### src/pkg/gpi_defines.svh
`ifndef GPI_DEFINES_SVH
`define GPI_DEFINES_SVH
// Summary of operation
// (RULE1) Each enable mask bit passes its pin's interrupt at 1, blocks at 0.
// (RULE2) Clearing an enable bit never touches that pin's pending flag.
// (RULE3) Writing ones to the enable-set alias sets those enable bits only.
// (RULE4) Writing ones to the enable-clear alias clears those enable bits only.
// (RULE5) Pending flags read 1 while pending; read-only, reset to zero.
// (RULE6) Writing 1 to a flag-clear bit resets that pin's pending flag.
// (RULE7) Writing 0 to a flag-clear bit leaves its pending flag alone.
// (RULE8) Software keeps bits of absent pins at their reset values.
// (RULE9) The wakeup-enable slot reads zero; software never modifies it.
// (RULE10) Trigger-type bit picks edge detection at 1, level at 0.
// (RULE11) Polarity picks low/high in level mode, falling/rising in edge mode.
// (RULE12) Dual-edge in edge mode triggers on both edges, ignoring polarity.
// (RULE13) Only pins with input connect set may detect interrupt conditions.
// (RULE14) Port interrupt output is the OR of pending AND enable bits.

// ****************************************************************
// Sizes, offsets and reset values
// ****************************************************************
`define GPI_PINS          32
`define GPI_OFS_MODE      8'h28
`define GPI_OFS_POL       8'h2c
`define GPI_OFS_INCON     8'h30
`define GPI_OFS_EN        8'h34
`define GPI_OFS_EN_SET    8'h38
`define GPI_OFS_EN_CLR    8'h3c
`define GPI_OFS_PEND      8'h40
`define GPI_OFS_FL_CLR    8'h48
`define GPI_OFS_WKEN      8'h4c
`define GPI_OFS_WKEN_SET  8'h50
`define GPI_OFS_WKEN_CLR  8'h54
`define GPI_OFS_DUAL      8'h5c
`define GPI_OFS_EVT_STAT  8'h80
`define GPI_OFS_EVT_MASK  8'h84
`define GPI_RST_WORD      32'h0000_0000
`define GPI_RST_INCON     32'h0000_0000
`define GPI_EVT_W         2
`define GPI_EVT_PEND_BIT  0
`define GPI_EVT_ADDR_BIT  1
`define GPI_RESP_OKAY     2'h0
`define GPI_RESP_SLVERR   2'h2
`endif

### src/pkg/gpi_pkg.sv
`include "gpi_defines.svh"

package gpi_pkg;

    typedef logic [`GPI_PINS-1:0] gpi_word_t;

    // ****************************************************************
    // Register and bus state of the flag block
    // ****************************************************************
    typedef struct packed {
        gpi_word_t              mode;
        gpi_word_t              pol;
        gpi_word_t              incon;
        gpi_word_t              dual;
        gpi_word_t              en;
        gpi_word_t              pend;
        logic [`GPI_EVT_W-1:0]  evt_stat;
        logic [`GPI_EVT_W-1:0]  evt_mask;
        logic                   wait_r;
        logic [31:0]            rdata;
        logic [1:0]             resp;
        logic                   port_irq;
        logic                   blk_irq;
    } gpi_state_t;

    // ****************************************************************
    // Pin sampling state of the detector
    // ****************************************************************
    typedef struct packed {
        gpi_word_t  sync1;
        gpi_word_t  sync2;
        gpi_word_t  prev;
    } gpi_det_state_t;

endpackage : gpi_pkg

### src/pkg/gpi_det_if.sv
// Trigger settings toward the detector and pin events back.
interface gpi_det_if;
    import gpi_pkg::*;
    gpi_word_t  mode;
    gpi_word_t  pol;
    gpi_word_t  dual;
    gpi_word_t  incon;
    gpi_word_t  pin_event;

    modport cfg (output mode, pol, dual, incon, input pin_event);
    modport det (input mode, pol, dual, incon, output pin_event);
endinterface : gpi_det_if

### src/hw/gpi_pin_detect.sv
module gpi_pin_detect
    import gpi_pkg::*;
(
    // Clock and reset
    input  wire logic       clk,
    input  wire logic       rst_n,
    // Raw pin levels
    input  wire gpi_word_t  pin_raw,
    // Settings and events
    gpi_det_if.det          dif
);

    gpi_det_state_t r_reg;
    gpi_det_state_t r_next;
    gpi_word_t      rise;
    gpi_word_t      fall;
    gpi_word_t      lvl_hit;
    gpi_word_t      edg_hit;

    // Pins are asynchronous; sync1 feeds only sync2.
    always_comb begin
        r_next = r_reg;
        r_next.sync1 = pin_raw;
        r_next.sync2 = r_reg.sync1;
        r_next.prev  = r_reg.sync2;
    end

    // Edges come from the settled copy and its one-cycle history.
    assign rise    = r_reg.sync2 & ~r_reg.prev;
    assign fall    = ~r_reg.sync2 & r_reg.prev;
    assign lvl_hit = ~(r_reg.sync2 ^ dif.pol); // RULE11
    assign edg_hit = (dif.dual & (rise | fall)) // RULE12
                   | (~dif.dual & ((dif.pol & rise) | (~dif.pol & fall)));
    // Disconnected pins see nothing, whatever the trigger settings.
    assign dif.pin_event = dif.incon // RULE13
                         & ((dif.mode & edg_hit) | (~dif.mode & lvl_hit));

    // State register.
    always_ff @(posedge clk or negedge rst_n) begin
        if (!rst_n) begin
            r_reg <= '0;
        end else begin
            r_reg <= r_next;
        end
    end
endmodule : gpi_pin_detect

### src/hw/gpi_irq_flags.sv
module gpi_irq_flags
    import gpi_pkg::*;
#(
    parameter int                  ADDR_W    = 8,
    parameter logic [`GPI_PINS-1:0] INCON_RST = `GPI_RST_INCON
) (
    // Clock and reset
    input  wire logic              CORE_CLK,
    input  wire logic              RESETN,
    // Avalon-MM slave
    input  wire logic [ADDR_W-1:0] AVS_ADDRESS,
    input  wire logic              AVS_READ,
    input  wire logic              AVS_WRITE,
    input  wire logic [31:0]       AVS_WRITEDATA,
    input  wire logic [3:0]        AVS_BYTEENABLE,
    output logic      [31:0]       AVS_READDATA,
    output logic      [1:0]        AVS_RESPONSE,
    output logic                   AVS_WAITREQUEST,
    // Port pins
    input  wire logic [`GPI_PINS-1:0] PIN_IN,
    // Interrupt outputs
    output logic                   PORT_IRQ,
    output logic                   BLK_IRQ
);

    // ****************************************************************
    // Helper functions
    // ****************************************************************

    // Expands byte enables into a bit mask.
    function automatic gpi_word_t be_mask(input logic [3:0] be);
        gpi_word_t m;
        m = '0;
        for (int i = 0; i < 4; i++) begin
            m[i*8 +: 8] = {8{be[i]}};
        end
        return m;
    endfunction : be_mask

    // Lays the enabled bytes of new data over the old word.
    function automatic gpi_word_t merge(input gpi_word_t old_w,
                                       input gpi_word_t new_w,
                                       input logic [3:0] be);
        return (old_w & ~be_mask(be)) | (new_w & be_mask(be));
    endfunction : merge

    // Tells whether an offset belongs to the block.
    function automatic logic is_mapped(input logic [7:0] a);
        case (a)
            `GPI_OFS_MODE, `GPI_OFS_POL, `GPI_OFS_INCON, `GPI_OFS_EN,
            `GPI_OFS_EN_SET, `GPI_OFS_EN_CLR, `GPI_OFS_PEND,
            `GPI_OFS_FL_CLR, `GPI_OFS_WKEN, `GPI_OFS_WKEN_SET,
            `GPI_OFS_WKEN_CLR, `GPI_OFS_DUAL, `GPI_OFS_EVT_STAT,
            `GPI_OFS_EVT_MASK: return 1'b1;
            default: return 1'b0;
        endcase
    endfunction : is_mapped

    // ****************************************************************
    // State and wiring
    // ****************************************************************

    localparam gpi_state_t ST_RST = '{
        mode:     `GPI_RST_WORD,
        pol:      `GPI_RST_WORD,
        incon:    INCON_RST,
        dual:     `GPI_RST_WORD,
        en:       `GPI_RST_WORD,
        pend:     `GPI_RST_WORD,
        evt_stat: '0,
        evt_mask: '0,
        wait_r:   1'b1,
        rdata:    32'h0000_0000,
        resp:     `GPI_RESP_OKAY,
        port_irq: 1'b0,
        blk_irq:  1'b0
    };

    gpi_state_t  r_reg;
    gpi_state_t  r_next;
    gpi_det_if   dif ();
    logic [7:0]  addr;
    logic        req;
    logic        rd_commit;
    logic        wr_commit;
    gpi_word_t   wdm;
    gpi_word_t   rd_word;

    assign addr = 8'(AVS_ADDRESS);
    assign req  = AVS_READ | AVS_WRITE;
    // A request completes at the edge where waitrequest is seen low.
    assign rd_commit = AVS_READ & ~r_reg.wait_r;
    assign wr_commit = AVS_WRITE & ~r_reg.wait_r;
    assign wdm = AVS_WRITEDATA & be_mask(AVS_BYTEENABLE);

    // Trigger settings go out from flops so the detector sees steady values.
    assign dif.mode  = r_reg.mode;
    assign dif.pol   = r_reg.pol;
    assign dif.dual  = r_reg.dual;
    assign dif.incon = r_reg.incon;

    // ****************************************************************
    // Pin event detection
    // ****************************************************************

    gpi_pin_detect u_detect (
        .clk     (CORE_CLK),
        .rst_n   (RESETN),
        .pin_raw (PIN_IN),
        .dif     (dif.det)
    );

    // ****************************************************************
    // Read multiplexer
    // ****************************************************************

    // Alias, clear and wakeup slots read as zero.
    always_comb begin
        case (addr)
            `GPI_OFS_MODE:     rd_word = r_reg.mode;
            `GPI_OFS_POL:      rd_word = r_reg.pol;
            `GPI_OFS_INCON:    rd_word = r_reg.incon;
            `GPI_OFS_EN:       rd_word = r_reg.en;
            `GPI_OFS_PEND:     rd_word = r_reg.pend; // RULE5
            `GPI_OFS_WKEN:     rd_word = '0; // RULE9
            `GPI_OFS_DUAL:     rd_word = r_reg.dual;
            `GPI_OFS_EVT_STAT: rd_word = 32'(r_reg.evt_stat);
            `GPI_OFS_EVT_MASK: rd_word = 32'(r_reg.evt_mask);
            default:           rd_word = '0;
        endcase
    end

    // ****************************************************************
    // Next-state logic
    // ****************************************************************

    // One wait cycle per access keeps read data registered, at the cost
    // of a two-cycle access.
    always_comb begin
        gpi_word_t clr;
        clr = '0;
        r_next = r_reg;
        r_next.wait_r = ~(req & r_reg.wait_r);
        if (req & r_reg.wait_r) begin
            r_next.rdata = AVS_READ ? rd_word : 32'h0000_0000;
            r_next.resp  = is_mapped(addr) ? `GPI_RESP_OKAY
                                           : `GPI_RESP_SLVERR;
        end
        if (wr_commit) begin
            case (addr)
                `GPI_OFS_MODE:
                    r_next.mode = merge(r_reg.mode, AVS_WRITEDATA,
                                        AVS_BYTEENABLE); // RULE10
                `GPI_OFS_POL:
                    r_next.pol = merge(r_reg.pol, AVS_WRITEDATA,
                                       AVS_BYTEENABLE); // RULE11
                `GPI_OFS_INCON:
                    r_next.incon = merge(r_reg.incon, AVS_WRITEDATA,
                                         AVS_BYTEENABLE); // RULE13
                `GPI_OFS_EN:
                    r_next.en = merge(r_reg.en, AVS_WRITEDATA,
                                      AVS_BYTEENABLE); // RULE1
                `GPI_OFS_EN_SET:
                    r_next.en = r_reg.en | wdm; // RULE3
                `GPI_OFS_EN_CLR:
                    r_next.en = r_reg.en & ~wdm; // RULE4
                `GPI_OFS_FL_CLR:
                    clr = wdm; // RULE6 RULE7
                `GPI_OFS_DUAL:
                    r_next.dual = merge(r_reg.dual, AVS_WRITEDATA,
                                        AVS_BYTEENABLE); // RULE12
                `GPI_OFS_EVT_MASK:
                    r_next.evt_mask = `GPI_EVT_W'(merge(
                        32'(r_reg.evt_mask), AVS_WRITEDATA,
                        AVS_BYTEENABLE));
                default: ;
            endcase
        end
        // A pin event in the cycle of its clear wins over the clear.
        r_next.pend = (r_reg.pend & ~clr) | dif.pin_event; // RULE2 RULE6
        // Reading the event status clears it; a new event still lands.
        if (rd_commit && addr == `GPI_OFS_EVT_STAT) begin
            r_next.evt_stat = '0;
        end
        if (|(dif.pin_event & ~r_reg.pend)) begin
            r_next.evt_stat[`GPI_EVT_PEND_BIT] = 1'b1;
        end
        if ((rd_commit | wr_commit) && !is_mapped(addr)) begin
            r_next.evt_stat[`GPI_EVT_ADDR_BIT] = 1'b1;
        end
        r_next.port_irq = |(r_next.pend & r_next.en); // RULE14 RULE1
        r_next.blk_irq  = |(r_next.evt_stat & r_next.evt_mask);
    end

    // ****************************************************************
    // State register
    // ****************************************************************

    always_ff @(posedge CORE_CLK or negedge RESETN) begin
        if (!RESETN) begin
            r_reg <= ST_RST;
        end else begin
            r_reg <= r_next;
        end
    end

    // Every output is a flop of the state.
    assign AVS_READDATA    = r_reg.rdata;
    assign AVS_RESPONSE    = r_reg.resp;
    assign AVS_WAITREQUEST = r_reg.wait_r;
    assign PORT_IRQ        = r_reg.port_irq;
    assign BLK_IRQ         = r_reg.blk_irq;
endmodule : gpi_irq_flags

### config.mk
export PLATFORM = sky130hd
export DESIGN_NAME = gpi_irq_flags
export DESIGN_NICKNAME = d
export VERILOG_FILES = /design/src/pkg/gpi_pkg.sv /design/src/pkg/gpi_det_if.sv /design/src/hw/gpi_pin_detect.sv /design/src/hw/gpi_irq_flags.sv
export VERILOG_INCLUDE_DIRS = /design/src /design/src/pkg
export SDC_FILE = /design/constraint.sdc
export NUM_CORES = 1
export LEC_CHECK = 0
export BUFFER_PORTS_ARGS = -buffer_cell sky130_fd_sc_hd__clkbuf_2
export CORE_MARGIN = 3
export CORE_UTILIZATION = 25
export DETAILED_ROUTE_END_ITERATION = 12
export PLACE_DENSITY_LB_ADDON = 0.25
export SYNTH_ARGS = -nofsm -noshare
export SYNTH_HDL_FRONTEND = slang
export SYNTH_HIERARCHICAL = 1
export SYNTH_SLANG_ARGS = --single-unit
### constraint.sdc
create_clock -name CORE_CLK -period 3.07 [get_ports CORE_CLK]
set_input_delay 0.1535 -clock CORE_CLK [delete_from_list [all_inputs] [get_ports CORE_CLK]]
set_output_delay 0.1535 -clock CORE_CLK [all_outputs]
set_load 0.05 [all_outputs]
==> results of run 1 <==
-- power groups by stage --
stage	Sequential, mW	Combinational (mW)	Clock [mW]
floorplan	4.68	0.363	0
global placement	4.75	0.741	0
detailed placement	4.75	0.749	0
CTS	4.67	0.823	5.14
global route	4.69	0.916	5.32
finish	4.68	0.828	4.97
-- repair_timing --
item	CTS	global route
buffers inserted	0	4
hold endpoints to repair	387	0
endpoints found under the setup margin	1	1
gates resized for setup	2	17
pin swaps	0	6
hold buffers	61	0
-- routing by layer --
| metal | GRT usage, % | vias to the layer above | wire length [um] |
|---|---|---|---|
| met4 | 6.07 | 0 | 1800 |
| met1 | 21.9 | 6256 | 24700 |
| met3 | 2.55 | 89 | 2860 |
| met2 | 24.3 | 394 | 23800 |
| li1 | - | 5541 | - |
| met5 | 0 | - | 0 |
-- cells by family (layout without fill, tap and decap cells) --
group / count (synthesis) / after routing / share of synthesized area, %
other: 1 / 1 / 0.0234
muxes: 163 / 163 / 11.4
adders and majority gates: 64 / 64 / 4.99
buffers and inverters: 200 / 434 / 5.58
and+or+nand+nor: 325 / 325 / 10.4
xor gates and xnor gates: 43 / 43 / 2.35
DFF: 328 / 328 / 51.2
AOI/OAI and AO/OA: 277 / 277 / 14.0
-- cell type report --
cell class / count / share of cell area, %
Multi-Input combinational cell: 873 / 35.3
Inverter: 106 / 1.99
Clock inverter: 11 / 0.931
Clock buffer: 57 / 5.97
Timing Repair Buffer: 260 / 9.51
Sequential cell: 328 / 41.0
Tap cell: 846 / 5.28
-- worst max-delay path: stages, from the launching register on --
cell	delay [ps]
dfstp_2	370
or4b_4	520
or4_4	480
a32oi_4	300
o32ai_2	120
a221o_1	290
or4_1	450
or4_1	400
-- synthesized netlist by cell type, types with 3 or more instances --
master,count
xnor2_1,38
mux2_1,32
o21ai_0,24
buf_2,8
a22o_1,36
a221oi_1,4
mux2_2,131
nand4_1,17
xor2_1,5
a21oi_1,24
buf_1,8
dfrtp_1,327
nor3_1,7
a32o_1,3
a21o_1,19
nor4b_1,3
a222oi_1,65
o31ai_1,4
nand2_1,165
a22oi_1,5
o22ai_1,11
or4_1,4
and3_1,8
nor2_1,20
buf_4,35
and2_1,6
and3b_1,4
o2bb2ai_1,3
or2_2,8
or4b_1,3
o21a_1,3
a41oi_1,8
clkbuf_2,3
o32ai_1,4
nand2b_1,7
nand3b_1,34
nor2b_1,4
nand3_1,19
inv_1,106
clkbuf_1,40
o2111ai_1,36
nor4_1,3
ha_1,64
a31oi_1,7
-- path summary, 6_finish.rpt --
path,from,endpoint,slack (ps),depth (start not counted)
hold reg to reg,u_detect/r_next[60]$_DFF_PN0_,u_detect/r_next[28]$_DFF_PN0_,340,0
hold / removal,AVS_WRITEDATA[0],flop,30,2
setup reg to reg,AVS_WAITREQUEST$_DFF_PN1_,PORT_IRQ$_DFF_PN0_,30,7
max in group asynchronous,RESETN,u_detect/r_reg[18]$_DFF_PN0_,2090,3
setup / recovery,AVS_WAITREQUEST$_DFF_PN1_,PORT_IRQ$_DFF_PN0_,30,7
min in group asynchronous,RESETN,u_detect/r_next[61]$_DFF_PN0_,70,2
==> metrics.yaml, run 1 <==
run_status:
  outcome: "finished, final reports clean"
power_and_ir_drop:
  powerDensity_nw_per_um2: 523
  vdd_drop_max_mv: 0.290
  seq_power_share_pct: 44.7
  clockPowerShare_pct: 47.4
  p_comb_share_pct: 7.9
  power.leakage_nw: 9.59
  power_mw: 10.5
  intPower_mw: 7.95
  swShare_pct: 24.1
  p_sw_mw: 2.53
cells_and_area:
  nets: 1752
  nFillCells: 6505
  num_antenna_cells: 0
  ff_latch_area_sq_um: 8210
  design_area_sq_um: 20000
  postLayoutCoreUtil_pct: 31.6
  layout_commonest_cell: "dfrtp_1"
  multi_input_area_sq_um: 7080
  final_cell_mix: "dfrtp_1, nand2_1, mux2_2"
  syn2layout_area_growth_pct: 24.8
  drive_above_1_share_pct: 26.5
  fin_cells: 2481
timing:
  rsz0062_at_grt: "true"
  fin_skew_ps: 26.0
  setup_slack_ps: 30.3
  hold_ws_ps: 34.7
  period_needed_ps: 3040
  fmax_ghz: 0.329
  finalSetupViolCount: 0
  worst_pin_slew_ps: 615
  relSlewSlack_pct: 58.9
  hold_violations: 0
  fin_setup_tns_ps: 0
  finalCritPeriodShare_pct: 99.0
  final_max_slew_viol_count: 0
floorplanning:
  die_area_sq_um: 67300
  die_w_um: 259
  start_util_pct: 25.3
  io-pin-count: 117
  coreArea_sq_um: 63300
  die-height_um: 259
  std_cell_rows: 92
cts:
  numCtsBuffers: 39
  h-tree-depth: 2
  cts_buffer_depth: 3
  clk_pin_slew_worst_paths_ps: 60
  clock_latency_ps: 560
  cts_tree: "done"
  cts_sinks: 328
  cts_root_buf: "clkbuf_16"
route:
  firstDrtPassIters: 9
  drc: 0
  ant_nets: 0
  drt_iter0_markers: 1116
  routed_wirelength_um: 53100
  vias: 12300
  routed_via_density: 4.95
  routedWlPerCell_um: 21.4
place:
  post-place-ws_ps: -99.4
  placed_cells: 2348
  dp_hpwl_um: 38400
  place_congestion: 0.922
  placed_area_sq_um: 17900
  io_buffers: 115
yosys:
  synth.distinct_cells: 69
  yosysTopAreaCellShare_pct: 51.0
  synth_area_sq_um: 16000
  avgSynthCellArea_sq_um: 11.5
  ys_ff_latch: 328
  syn-instance-count: 1401
  synth_top_area_cell: "dfrtp_1"
  ys_seq_area_share_pct: 51.2
  syn_nets: 1545
  yosysWarnings: 6
  async_flop_share_pct: 100
  synth_ff_type: "dfrtp_1"
  synth_edf_count: 0
  synth.area.top_cells: "dfrtp_1, mux2_2, ha_1, a222oi_1, nand2_1"
setup_path:
  crit_path_start_kind: "flop"
  path_class: "flop to flop"
  crit_path_max_fanout: 4
  end_kind: "flop"
  required_ps: 3500
  cp_data_arrival_time_ps: 3470
worst_hold_path:
  holdCritPathClass: "input pin to flop"
global_route:
  grt_pass1_wl_um: 80700
  grt_pass1_vias: 12700
  overflow: 0
  grt_use_total_pct: 15.7
  antenna_found_initial: 1
  grt_max_degree: 101
job:
  cap_violations: 0
(Power assumes the default switching activity.)
==> run 2, diff against run 1 <==
BUFFER_PORTS_ARGS = not set   (was -buffer_cell sky130_fd_sc_hd__clkbuf_2)
CORE_UTILIZATION = 55   (was 25)
DONT_BUFFER_PORTS = 1   (was not set)
PLACE_DENSITY_LB_ADDON = 0.05   (was 0.25)
==> run 2 against run 1 <==
Compared with the run above:
- the run now ends with negative hold slack, negative setup slack left
- die area shrank 54%
- combinational power decreased by 26%
- non-clock buffer count down 135
- clock-buffer cell count shrank 5
- global-route usage is 14 points higher
- sequential share of layout area rose by 3.5 points
- total power fell by 7.1%
- worst setup slack worse by 170 ps
- sequential power is essentially flat
- cell area decreased by 7.9%
- via count fell by 3.1%
- critical path depth increased by 1
- critical path type unchanged
- largest cell class unchanged
==> metrics.yaml, run 2 (synthesized netlist as in run 1, its figures left out) <==
run_status:
  outcome: "finished with violations"
  violations: "negative hold slack, negative setup slack"
worst_hold_path:
  holdCritPathClass: "input pin to async pin"
floorplanning:
  die_w_um: 177  # -32%
  std_cell_rows: 61  # -34%
  die-height_um: 177  # -32%
  coreArea_sq_um: 28200  # -55%
  die_area_sq_um: 31300  # -54%
  start_util_pct: 56.8  # +31 points
  io-pin-count: 117  # unchanged
cts:
  cts_buffer_depth: 3  # unchanged
  h-tree-depth: 2  # unchanged
  ctsHoldBuffers: 74  # +21%
  cts_sinks: 328  # unchanged
  cts_root_buf: "clkbuf_16"
  clk_pin_slew_worst_paths_ps: 60  # about the same
  numCtsBuffers: 36  # -7.7%
  cts_tree: "done"
  clock_latency_ps: 520  # -40 ps
  post_cts_buffers: 0  # unchanged
cells_and_area:
  syn2layout_area_growth_pct: 14.9
  layout_commonest_cell: "dfrtp_1"
  drive_above_1_share_pct: 17.7  # -8.8 points
  nFillCells: 2143  # -67%
  multi_input_area_sq_um: 7000  # -1.1%
  nets: 1614  # -7.9%
  final_cell_mix: "dfrtp_1, nand2_1, mux2_2"
  ff_latch_area_sq_um: 8210  # unchanged
power_and_ir_drop:
  power.leakage_nw: 8.89  # -7.4%
  vdd_drop_max_mv: 0.442  # +53%
  powerDensity_nw_per_um2: 528  # +0.90%
setup_path:
  crit_chain: "or4b_4, buf_4, or4_1, a22o_1, a32o_1, a221oi_1, o2111ai_1, or4_4"
  reg2reg_to: "PORT_IRQ$_DFF_PN0_"
  crit_path_start_kind: "flop"
  critPathTopFamily: "simple AND/OR/NAND/NOR gates"
  cp_data_arrival_time_ps: 3590  # +120 ps
  worst-r2r-cell-count: 8  # +1
  path_class: "flop to flop"
  required_ps: 3450  # -50 ps
  critical_path_buf_inv_count: 1  # +1
  reg2reg_from: "AVS_WAITREQUEST$_DFF_PN1_"
  crit_path_top_delay_cell: "or4_4"
  end_kind: "flop"
  max_stage_delay_ps: 530  # about the same
  crit_path_max_fanout: 10  # +6
  r2r_slack_ps: -130  # -170 ps
timing:
  hold_ws_ps: -660  # -695 ps
  fin_setup_tns_ps: -135  # -135 ps
  hold_violations: 328  # +328
  worst_pin_slew_ps: 1070  # +452 ps
  fmax_ghz: 0.312  # -5.2%
  fin_skew_ps: 20.0  # -5.93 ps
  setup_slack_ps: -135  # -165 ps
  finalSetupViolCount: 1  # +1
  rsz0062_at_grt: "true"
  relSlewSlack_pct: 28.3  # -31 points
  period_needed_ps: 3200  # +165 ps
  final_max_slew_viol_count: 0  # unchanged
  finalCritPeriodShare_pct: 104  # +5.4 points
route:
  vias: 11900  # -3.1%
  routedWlPerCell_um: 24.4  # +14%
  ant_nets: 0  # unchanged
  firstDrtPassIters: 6  # -3
  routed_via_density: 6.36  # +29%
  drt_iter0_markers: 1482  # +33%
  drc: 0  # unchanged
  routed_wirelength_um: 45600  # -14%
global_route:
  grt_pass1_vias: 12000  # -5.1%
  grt_pass1_wl_um: 70600  # -12%
  overflow: 0  # unchanged
  antenna_found_initial: 1  # unchanged
  grt_use_total_pct: 29.2  # +14 points
  grt_max_degree: 329  # +230%
job:
  cap_violations: 0  # unchanged
place:
  dp_hpwl_um: 30700  # -20%
  place_congestion: 0.892  # -3.2%
  io_buffers: 0  # -100%
run 2: changes by cell type in the layout (fill, tap and decap cells not counted), moves of 2 or more:
cell | previous run | this run
buf_12 | 6 | 2
buf_4 | 77 | 48
clkbuf_16 | 41 | 37
clkbuf_2 | 114 | 0
clkbuf_8 | 11 | 9
clkinv_2 | 4 | 2
dlygate4sd3_1 | 61 | 74
nor2_1 | 15 | 17
o2111ai_1 | 34 | 36
o2111ai_2 | 2 | 0
or3_1 | 0 | 2
or3_4 | 2 | 0
run 2: metal layers:
metal | global-route usage, % | up-vias | wire, um
li1 | - | 5281 | -
met1 | 41.3 | 6012 | 19600
met2 | 45.0 | 509 | 20500
met3 | 6.65 | 96 | 4020
met4 | 9.69 | 0 | 1550
met5 | 0 | - | 0
run 2: area by class of cell:
cell class	instances	share of cell area [%]
inverter	106	2.16
clock buffer	52	5.81
tap	378	2.56
clock inverter	7	0.753
multi-input combinational	873	37.9
timing repair buffer	125	6.25
sequential	328	44.5
antenna	1	0.0136
run 2: how the worst max path moves through the flow:
stage / start / endpoint / cells past startpoint
2_1_floorplan: AVS_WAITREQUEST$_DFF_PN1_ / PORT_IRQ$_DFF_PN0_ / 7
3_3_place_gp: AVS_WAITREQUEST$_DFF_PN1_ / PORT_IRQ$_DFF_PN0_ / 8
3_5_place_dp: AVS_WAITREQUEST$_DFF_PN1_ / PORT_IRQ$_DFF_PN0_ / 8
4_1_cts: AVS_WAITREQUEST$_DFF_PN1_ / PORT_IRQ$_DFF_PN0_ / 8
5_1_grt: AVS_WAITREQUEST$_DFF_PN1_ / PORT_IRQ$_DFF_PN0_ / 8
6_report: AVS_WAITREQUEST$_DFF_PN1_ / PORT_IRQ$_DFF_PN0_ / 8
run 2: what timing repair did:
item / 4_1_cts / 5_1_grt
pin swaps: 0 / 0
endpoints found under the hold margin: 550 / 328
gates cloned: 0 / 0
setup endpoints to repair: 1 / 1
resized for setup: 3 / 1
run 2: stage by stage:
step	instances	setup slack (ps)	cell area [sq um]	util (%)	power, mW
final	1870	-135	18400	65.3	9.73
after global routing	1870	-201	18400	65.3	10.0
after CTS	1869	-90.2	18400	65.3	9.78
after detailed placement	1736	-128	16500	58.3	5.21
after global placement	1736	-25.7	16500	58.3	5.20
after floorplan	1401	53.6	16000	-	5.04
run 2: where the power goes:
group | switching [mW] | internal [mW]
registers | 0.175 | 4.50
logic | 0.334 | 0.276
clock network | 1.70 | 2.74
total | 2.21 | 7.52
run 2: worst reg2reg max path, delay by kind of cell, from the launching register on:
family / cells / cell delay (ps)
flops: 1 / 370
buf+inv: 1 / 210
simple gates: 3 / 1540
compound gates: 4 / 940
